File: config.mk
export PLATFORM = sky130hd
export DESIGN_NAME = adccal_seq
export DESIGN_NICKNAME = d
export VERILOG_FILES = /design/src/adccal_pkg.sv /design/src/adccal_gain.sv /design/src/adccal_seq.sv
export VERILOG_INCLUDE_DIRS = /design/src
export SDC_FILE = /design/constraint.sdc
export NUM_CORES = 2
export LEC_CHECK = 0
export BUFFER_PORTS_ARGS = -buffer_cell sky130_fd_sc_hd__buf_4
export CORE_MARGIN = 1
export CORE_UTILIZATION = 50
export DETAILED_ROUTE_END_ITERATION = 10
export PLACE_DENSITY = 0.67
export SETUP_SLACK_MARGIN = 0.5
export SLEW_MARGIN = 0
export SYNTH_ARGS = -nofsm -noshare
export SYNTH_HDL_FRONTEND = slang
export SYNTH_HIERARCHICAL = 1
export SYNTH_SLANG_ARGS = --single-unit
export TNS_END_PERCENT = 20
File: constraint.sdc
create_clock -name clk -period 8.8 [get_ports clk]
set_input_delay 0.44 -clock clk [delete_from_list [all_inputs] [get_ports clk]]
set_output_delay 0.44 -clock clk [all_outputs]
set_load 0.05 [all_outputs]
File: src/adccal_consts.svh
// constants for the converter calibration sequencer
`ifndef ADCCAL_CONSTS_SVH
`define ADCCAL_CONSTS_SVH
`define ADCCAL_MD_NORMAL   3'h0
`define ADCCAL_MD_SELF     3'h1
`define ADCCAL_MD_SYS_OFS  3'h2
`define ADCCAL_MD_SYS_FS   3'h3
`define ADCCAL_MD_PSEUDO   3'h4
`define ADCCAL_MD_BACKGND  3'h5
`define ADCCAL_MD_SLEEP    3'h6
`define ADCCAL_CAL_PERIODS 3'h3
`define ADCCAL_SLV_PERIODS 3'h4
`define ADCCAL_FILL_PERIODS 3'h3
`define ADCCAL_ONE_PERIOD  3'h1
`define ADCCAL_CAL_W       24
`define ADCCAL_OFS_RESET   24'h000000
`define ADCCAL_FS_RESET    24'h400000
`endif

File: src/adccal_pkg.sv
// types for the converter calibration sequencer
package adccal_pkg;
   typedef enum logic [2:0]
   {
      ADCCAL_IDLE   = 3'h0,
      ADCCAL_OFS    = 3'h1,
      ADCCAL_FS     = 3'h3,
      ADCCAL_FILL   = 3'h2,
      ADCCAL_SLEEP  = 3'h6
   } adccal_state_t;
   typedef logic [2:0] adccal_mode_t;
endpackage : adccal_pkg

File: src/adccal_gain.sv
// gain field decode and applied correction of conversion results
`timescale 1ns/1ps
`include "adccal_consts.svh"
module adccal_gain
(
   input  wire logic                     clk,
   input  wire logic                     reset,
   input  wire logic [2:0]               gain_code,
   input  wire logic                     sample_en,
   input  wire logic [`ADCCAL_CAL_W-1:0] raw_sample,
   input  wire logic [`ADCCAL_CAL_W-1:0] ofs_value,
   input  wire logic [`ADCCAL_CAL_W-1:0] fs_value,
   output logic      [4:0]               input_gain_stage,
   output logic      [`ADCCAL_CAL_W-1:0] corrected
);
   logic [4:0]               nxt_gain;
   logic [4:0]               gain_ff;
   logic [`ADCCAL_CAL_W-1:0] nxt_corr;
   logic [`ADCCAL_CAL_W-1:0] corr_ff;
   logic [2*`ADCCAL_CAL_W-1:0] prod;

   // codes above 4 saturate to the top gain of 16
   always_comb
   begin
      case (gain_code)
         3'h0:    nxt_gain = 5'h01;
         3'h1:    nxt_gain = 5'h02;
         3'h2:    nxt_gain = 5'h04;
         3'h3:    nxt_gain = 5'h08;
         default: nxt_gain = 5'h10;
      endcase
      // full-scale word is unity at 0x400000
      prod = (raw_sample - ofs_value) * fs_value;
      nxt_corr = sample_en ? prod[`ADCCAL_CAL_W+21:22] : corr_ff;
   end

   always_ff @(posedge clk)
   begin
      if (reset)
      begin
         gain_ff <= 5'h01;
         corr_ff <= 24'h000000;
      end
      else
      begin
         gain_ff <= nxt_gain;
         corr_ff <= nxt_corr;
      end
   end

   assign input_gain_stage = gain_ff;
   assign corrected        = corr_ff;
endmodule : adccal_gain

File: src/adccal_seq.sv
// calibration sequencer: mode decode, phase timing, data-valid gating
`timescale 1ns/1ps
`include "adccal_consts.svh"
module adccal_seq
   import adccal_pkg::*;
(
   input  wire logic                     clk,
   input  wire logic                     reset,
   input  wire logic                     conv_start,
   input  wire logic                     slave_mode,
   input  wire logic                     mode_wr,
   input  wire adccal_pkg::adccal_mode_t mode_wdata,
   input  wire logic [2:0]               gain_code,
   input  wire logic [`ADCCAL_CAL_W-1:0] raw_sample,
   input  wire logic                     ofs_wr,
   input  wire logic                     fs_wr,
   input  wire logic [`ADCCAL_CAL_W-1:0] cal_wdata,
   output logic      [2:0]               op_mode_field,
   output logic                          data_valid_n,
   output logic                          inputs_shorted,
   output logic                          input_on_ref,
   output logic                          sleeping,
   output logic      [4:0]               input_gain_stage,
   output logic      [`ADCCAL_CAL_W-1:0] ofs_cal_reg,
   output logic      [`ADCCAL_CAL_W-1:0] fs_cal_reg,
   output logic      [`ADCCAL_CAL_W-1:0] corrected
);
   import adccal_pkg::*;

   adccal_state_t            state_ff, nxt_state;
   adccal_mode_t             mode_ff, nxt_mode;
   logic [2:0]               cnt_ff, nxt_cnt;
   logic                     pend_ff, nxt_pend;
   logic                     first_ff, nxt_first;
   logic                     data_valid_n_n_ff, nxt_data_valid_n_n;
   logic                     short_ff, nxt_short;
   logic                     ref_ff, nxt_ref;
   logic [`ADCCAL_CAL_W-1:0] ofs_ff, nxt_ofs;
   logic [`ADCCAL_CAL_W-1:0] fs_ff, nxt_fs;
   logic [2:0]               ofs_len;
   logic                     last;

   assign last = (cnt_ff == `ADCCAL_ONE_PERIOD);

   always_comb
   begin
      nxt_state  = state_ff;
      nxt_mode   = mode_ff;
      nxt_cnt    = cnt_ff;
      nxt_pend   = pend_ff;
      nxt_first  = first_ff;
      nxt_data_valid_n_n = data_valid_n_n_ff;
      nxt_short  = short_ff;
      nxt_ref    = ref_ff;
      nxt_ofs    = ofs_ff;
      nxt_fs     = fs_ff;
      // only the first offset phase (or system full-scale phase) after a mode write takes the slave extra period
      ofs_len = (slave_mode && first_ff) ? `ADCCAL_SLV_PERIODS : `ADCCAL_CAL_PERIODS;
      if (mode_wr)
      begin
         nxt_mode  = mode_wdata;
         nxt_pend  = 1'b1;
         nxt_first = 1'b1;
      end
      if (conv_start)
      begin
         nxt_data_valid_n_n = 1'b1;
         if (pend_ff)
         begin
            nxt_pend = 1'b0;
            nxt_short = 1'b0;
            nxt_ref   = 1'b0;
            case (mode_ff)
               `ADCCAL_MD_SELF, `ADCCAL_MD_BACKGND:
               begin
                  nxt_state = ADCCAL_OFS;
                  nxt_cnt   = ofs_len;
                  nxt_short = 1'b1;
               end
               `ADCCAL_MD_SYS_OFS, `ADCCAL_MD_PSEUDO:
               begin
                  nxt_state = ADCCAL_OFS;
                  nxt_cnt   = ofs_len;
               end
               `ADCCAL_MD_SYS_FS:
               begin
                  nxt_state = ADCCAL_FS;
                  nxt_cnt   = ofs_len;
               end
               `ADCCAL_MD_SLEEP: nxt_state = ADCCAL_SLEEP;
               default: nxt_state = ADCCAL_IDLE;
            endcase
         end
         else
         begin
            case (state_ff)
               ADCCAL_IDLE: nxt_data_valid_n_n = 1'b0;
               ADCCAL_OFS:
               begin
                  nxt_cnt = cnt_ff - `ADCCAL_ONE_PERIOD;
                  if (last)
                  begin
                     nxt_ofs   = raw_sample;
                     nxt_first = 1'b0;
                     nxt_short = 1'b0;
                     if (mode_ff == `ADCCAL_MD_SYS_OFS)
                     begin
                        nxt_mode  = `ADCCAL_MD_NORMAL;
                        nxt_state = ADCCAL_FILL;
                        nxt_cnt   = `ADCCAL_ONE_PERIOD;
                     end
                     else if (mode_ff == `ADCCAL_MD_BACKGND)
                     begin
                        nxt_state = ADCCAL_FILL;
                        nxt_cnt   = `ADCCAL_FILL_PERIODS;
                     end
                     else
                     begin
                        nxt_state = ADCCAL_FS;
                        nxt_ref   = 1'b1;
                        nxt_cnt   = `ADCCAL_CAL_PERIODS;
                     end
                  end
               end
               ADCCAL_FS:
               begin
                  nxt_cnt = cnt_ff - `ADCCAL_ONE_PERIOD;
                  if (last)
                  begin
                     nxt_fs    = raw_sample;
                     nxt_ref   = 1'b0;
                     nxt_state = ADCCAL_FILL;
                     if (mode_ff == `ADCCAL_MD_SYS_FS)
                     begin
                        nxt_mode = `ADCCAL_MD_NORMAL;
                        nxt_cnt  = `ADCCAL_ONE_PERIOD;
                     end
                     else
                     begin
                        if (mode_ff != `ADCCAL_MD_BACKGND)
                           nxt_mode = `ADCCAL_MD_NORMAL;
                        nxt_cnt = `ADCCAL_FILL_PERIODS;
                     end
                  end
               end
               ADCCAL_FILL:
               begin
                  nxt_cnt = cnt_ff - `ADCCAL_ONE_PERIOD;
                  if (last)
                  begin
                     nxt_data_valid_n_n = 1'b0;
                     nxt_state  = ADCCAL_IDLE;
                     if (mode_ff == `ADCCAL_MD_BACKGND)
                        nxt_pend = 1'b1;
                  end
               end
               ADCCAL_SLEEP: nxt_data_valid_n_n = 1'b1;
               default: nxt_state = ADCCAL_IDLE;
            endcase
         end
      end
      // host writes land after the sequencer's own result
      if (ofs_wr)
         nxt_ofs = cal_wdata;
      if (fs_wr)
         nxt_fs = cal_wdata;
   end

   always_ff @(posedge clk)
   begin
      if (reset)
      begin
         state_ff  <= ADCCAL_IDLE;
         mode_ff   <= `ADCCAL_MD_NORMAL;
         cnt_ff    <= 3'h0;
         pend_ff   <= 1'b0;
         first_ff  <= 1'b0;
         data_valid_n_n_ff <= 1'b1;
         short_ff  <= 1'b0;
         ref_ff    <= 1'b0;
         ofs_ff    <= `ADCCAL_OFS_RESET;
         fs_ff     <= `ADCCAL_FS_RESET;
      end
      else
      begin
         state_ff  <= nxt_state;
         mode_ff   <= nxt_mode;
         cnt_ff    <= nxt_cnt;
         pend_ff   <= nxt_pend;
         first_ff  <= nxt_first;
         data_valid_n_n_ff <= nxt_data_valid_n_n;
         short_ff  <= nxt_short;
         ref_ff    <= nxt_ref;
         ofs_ff    <= nxt_ofs;
         fs_ff     <= nxt_fs;
      end
   end

   adccal_gain u_gain
   (
      .clk              (clk),
      .reset            (reset),
      .gain_code        (gain_code),
      .sample_en        (conv_start),
      .raw_sample       (raw_sample),
      .ofs_value        (ofs_ff),
      .fs_value         (fs_ff),
      .input_gain_stage (input_gain_stage),
      .corrected        (corrected)
   );

   assign op_mode_field  = mode_ff;
   assign data_valid_n   = data_valid_n_n_ff;
   assign inputs_shorted = short_ff;
   assign input_on_ref   = ref_ff;
   assign sleeping       = (state_ff == ADCCAL_SLEEP);
   assign ofs_cal_reg    = ofs_ff;
   assign fs_cal_reg     = fs_ff;
endmodule : adccal_seq

# == Word level (Yosys, flattened, before mapping) ==
# Cells that the tools add are included.
# op_classes
addsub,2
multipliers,1
n_eq_ne,24
mux,58
reduce_logical,23
# ops
op,count
24-bit 2-to-1 mux,9
3-bit 2-to-1 mux,17
48-bit by 24-bit multiplier with 46-bit output,1
24-bit by 24-bit subtractor with 25-bit output,1
1-bit 2-to-1 mux,23
5-bit case mux with 4 select lines,1
"3-bit by 2-bit == test with 1-bit output, second input constant",6
"3-bit != test, second input constant",6
3-bit case mux with 3 select lines,2
2-bit nonzero test,8
"3-bit by 1-bit == test with 1-bit output, second input constant",4
"3-bit == test, second input constant",4
3-bit case mux with 4 select lines,1
4-bit AND reduction,2
3-bit logical NOT,2
"2-bit != test, second input constant",3
3-bit case mux with 2 select lines,1
3-bit AND reduction,2
6-bit AND reduction,1
5-bit AND reduction,1
5-bit OR reduction,1
2-bit 2-to-1 mux,2
1-bit case mux with 2 select lines,2
4-bit nonzero test,1
other kinds (6),7
# totals
ff_bits,91
input_bits,61
out_inout_bits,84
word_cells,120

# == Longest topological paths before layout ==
# depth
depth_word,7
mapped_depth,37
depth_no_buf,36

# == Modules after synthesis ==
# The synthesis kept the hierarchy.
# modules_own_cells
mod,n_inst,cells_each,area_per_inst_um2
adccal_gain,1,2563,23055.9
adccal_seq,1,333,3100.5

# == Worst setup path after synthesis ==
# No wires, ideal clock.
# synth_path
path_type,reg2reg
start,reg ofs_ff[1] (netlist: ofs_cal_reg[1])
end,reg u_gain.corr_ff[22] (netlist: u_gain/corrected[22])
arrival_ns,9.064
required_ns,8.683
path_slack_ns,-0.381
path_stages_with_launch,37
path_buffers,2
period_less_slack_ns,9.181
path_cell_list,dfxtp_1 > inv_1 > ha_1 > nor2b_1 > o31ai_1 > a21oi_1 > o21ai_2 > a21oi_1 > o21ai_4 > a21oi_2 > or4_1 > clkbuf_1 > buf_2 > a31oi_1 > fa_1 > fa_1 > inv_1 > fa_1 > inv_1 > fa_1 > inv_1 > fa_1 > inv_1 > fa_1 > inv_1 > fa_1 > inv_1 > ha_1 > a211oi_1 > o21bai_1 > and3_1 > nand4bb_1 > o21ai_1 > a211oi_1 > o21ai_0 > or3b_2 > a32o_1
# synth_via
elab_chain_cells,2
# synth_rtl
item,line_no,rtl
start: declaration,adccal_seq.sv:38,"logic [`ADCCAL_CAL_W-1:0] ofs_ff, nxt_ofs;"
start signal: assignment,adccal_seq.sv:181,ofs_ff <= `ADCCAL_OFS_RESET;
start signal: assignment,adccal_seq.sv:194,ofs_ff <= nxt_ofs;
24-bit by 24-bit subtractor with 25-bit output,adccal_gain.sv:33,prod = (raw_sample - ofs_value) * fs_value;
48-bit by 24-bit multiplier with 46-bit output,adccal_gain.sv:33,
end signal: assignment,adccal_gain.sv:47,corr_ff <= nxt_corr;
end: declaration,adccal_gain.sv:19,logic [`ADCCAL_CAL_W-1:0] corr_ff;
# No other way between the ends.
# A chain may end at the register's enable or synchronous reset.

# == Worst setup path after layout ==
# layout_path
start,reg ofs_ff[0] (netlist: ofs_cal_reg[0])
end,reg u_gain.corr_ff[16] (netlist: u_gain/corrected[16])
# Same word-level chain as after synthesis.

==> qor.yml <==
start_util: 0.508
fill_cells: 4561
clk_path_buf_depth: 2
ys_top_cells_by_area: "fa_1, inv_1, ha_1, dfxtp_1, and2_1"
drive_gt1_frac: 0.177
num_rows: 83
hold_viol: 0
dp_hpwl_mm: 61.9
async_flop_share: 0
max_slew_margin: 0.216
synthTopCellsByCount: "inv_1, fa_1, nand2_1, and2_1, ha_1"
viasPerCell: 5.47
area_growth_syn_to_layout_pct: 16.3
dp_slack_ns: -0.348
dieArea_mm2: 0.0532
regToRegStartpoint: "ofs_cal_reg[0]"
core-area_mm2: 0.0515
crit_fanout: 8
syn_avg_cell_area_um2: 9.03
first_iter_violations: 1388
r2r-end: "u_gain/corrected[16]"
grt_usage: 0.298
yosys.area.top_type: "fa_1"
ys_ff_latch: 91
cp_common_cell: "fa_1"
clk_pin_slew_ns: 0.09
period_minus_slack_ns: 8.67
rr_worst_depth: 36
crit_buf_inv: 8
min_path_cells: 2
synthFlopType: "dfxtp_1"
root_buffer: "clkbuf_16"
cp_num_cells: 36
ys_types: 84
crit_slowest_cell: "fa_2"
worstMarginPinSlew_ns: 1.17
wl_per_cell_um: 19.9
required_ns: 9.11
numPortBuffers: 144
crit_type: "reg2reg"
finalCritPeriodShare: 0.985
cts_tree: "built"
synth_edf_count: 0
ys_warn_count: 6
ant_nets: 0
grt_pass1_wl_mm: 122
drc: 0
syn-num-nets: 3709
fin_ws_ns: 0.130
multiInputGateArea_mm2: 0.0218
cts_buffers: 9
worstHoldPathType: "in2reg"
min_from: "gain_code[0]"
cts.sink_count: 91
synth_seq_area_share: 0.0696
routed_wl_mm: 75.7
grt_max_degree: 60
cts.htree.levels: 3
drv_slew: 0
antenna_found_initial: 2
io_pins: 145
grt_pass1_vias: 23200
rsz0062_at_grt: "true"
fmax_ghz: 0.115
fp.dieH_um: 231
die_w_um: 231
cp_top_family: "adder cells"
crit_path_max_incr_delay_ns: 0.58
globalplace.congestion: 0.945
rrSetupSlack_ns: 0.13
firstDrtPassIters: 6
clock_skew_ns: 0.0216
syn-cell-area_mm2: 0.0262
setup_violations: 0
max-cap-violations: 0
whs_endpoint: "u_gain/input_gain_stage[2]"
cp-end-kind: "register"
status: "complete, no violations"
cp-start-kind: "register"
yosysMostFrequentCell: "inv_1"
seqCellArea_mm2: 0.00185
syn_inst: 2896
synth_top_area_frac: 0.456
insertion_delay_ns: 0.39
arrival_ns: 8.98
nets: 3938
vias: 20800
grt.overflow.total: 0
placed cells by master, fill, tap and decap left out, drive strengths merged, types with 7 or more instances in the layout:
cell and count:
a211oi 65, a21boi 7, a21o 8, a21oi 50, a31oi 29, and2 243, and3 52, buf 371
clkbuf 10, clkinv 8, dfxtp 91, fa 596, ha 156, inv 706, mux2i 54, nand2 263
nand2b 14, nand3 34, nand3b 7, nor2 94, nor2b 19, nor3 39, nor3b 7, o211ai 7
o21a 10, o21ai 44, o21bai 7, o31ai 12, or3 9, xnor2 35, xor2 8
layout make-up:
type                    instances  share of cell area
clock buffers                   9             0.00740
flip-flops and latches         91              0.0609
clock inverters                 7             0.00300
inverters                     707              0.0875
diodes                          1           0.0000822
well taps                     680              0.0280
repair buffers                372              0.0966
multi-input cells            1944               0.716
through the flow:
| stage | hold slack, ns | setup TNS [ns] | instances | cell area (um2) | util |
|---|---|---|---|---|---|
| floorplan | 0.454 | 0 | 2896 | 26500 | - |
| global placement | 0.444 | -1.48 | 3772 | 29500 | 0.573 |
| detailed placement | 0.449 | -3.10 | 3772 | 29500 | 0.573 |
| CTS | 0.205 | 0 | 3797 | 30100 | 0.585 |
| global route | 0.223 | -1.06 | 3810 | 30400 | 0.591 |
| finish | 0.224 | 0 | 3811 | 30400 | 0.591 |
worst max path at each step:
| stage | end | from | slack [ns] |
|---|---|---|---|
| floorplan | u_gain/corrected[22] | ofs_cal_reg[0] | 0.42 |
| global placement | u_gain/corrected[22] | raw_sample[0] | -0.22 |
| detailed placement | u_gain/corrected[17] | raw_sample[0] | -0.35 |
| CTS | u_gain/corrected[17] | ofs_cal_reg[0] | 0.19 |
| global route | u_gain/corrected[16] | ofs_cal_reg[0] | -0.17 |
| finish | u_gain/corrected[16] | ofs_cal_reg[0] | 0.13 |
timing repair:
action | in CTS | in global routing
buffers inserted | 9 | 12
pin swaps | 44 | 32
cloned | 0 | 1
hold buffers | 0 | 0
setup endpoints to repair | 23 | 24
resized for setup | 49 | 42
cells by family after synthesis:
kind of cell / share of synthesized area
buf+inv: 0.126
simple gates: 0.162
fa+ha+maj: 0.531
compound gates: 0.0759
flops: 0.0696
mux: 0.0207
xor+xnor: 0.0155
routing by layer:
metal | GRT usage | vias to the layer above | wire [um]
met4 | 0.120 | 2 | 3140
met3 | 0.0340 | 188 | 4720
met1 | 0.364 | 10700 | 29200
li1 | - | 9219 | -
met2 | 0.534 | 769 | 38600
met5 | 0 | - | 13
Power is left out: the tool's default activity adds up to more than one toggle a clock period on the data nets, which glitch-free logic cannot reach.
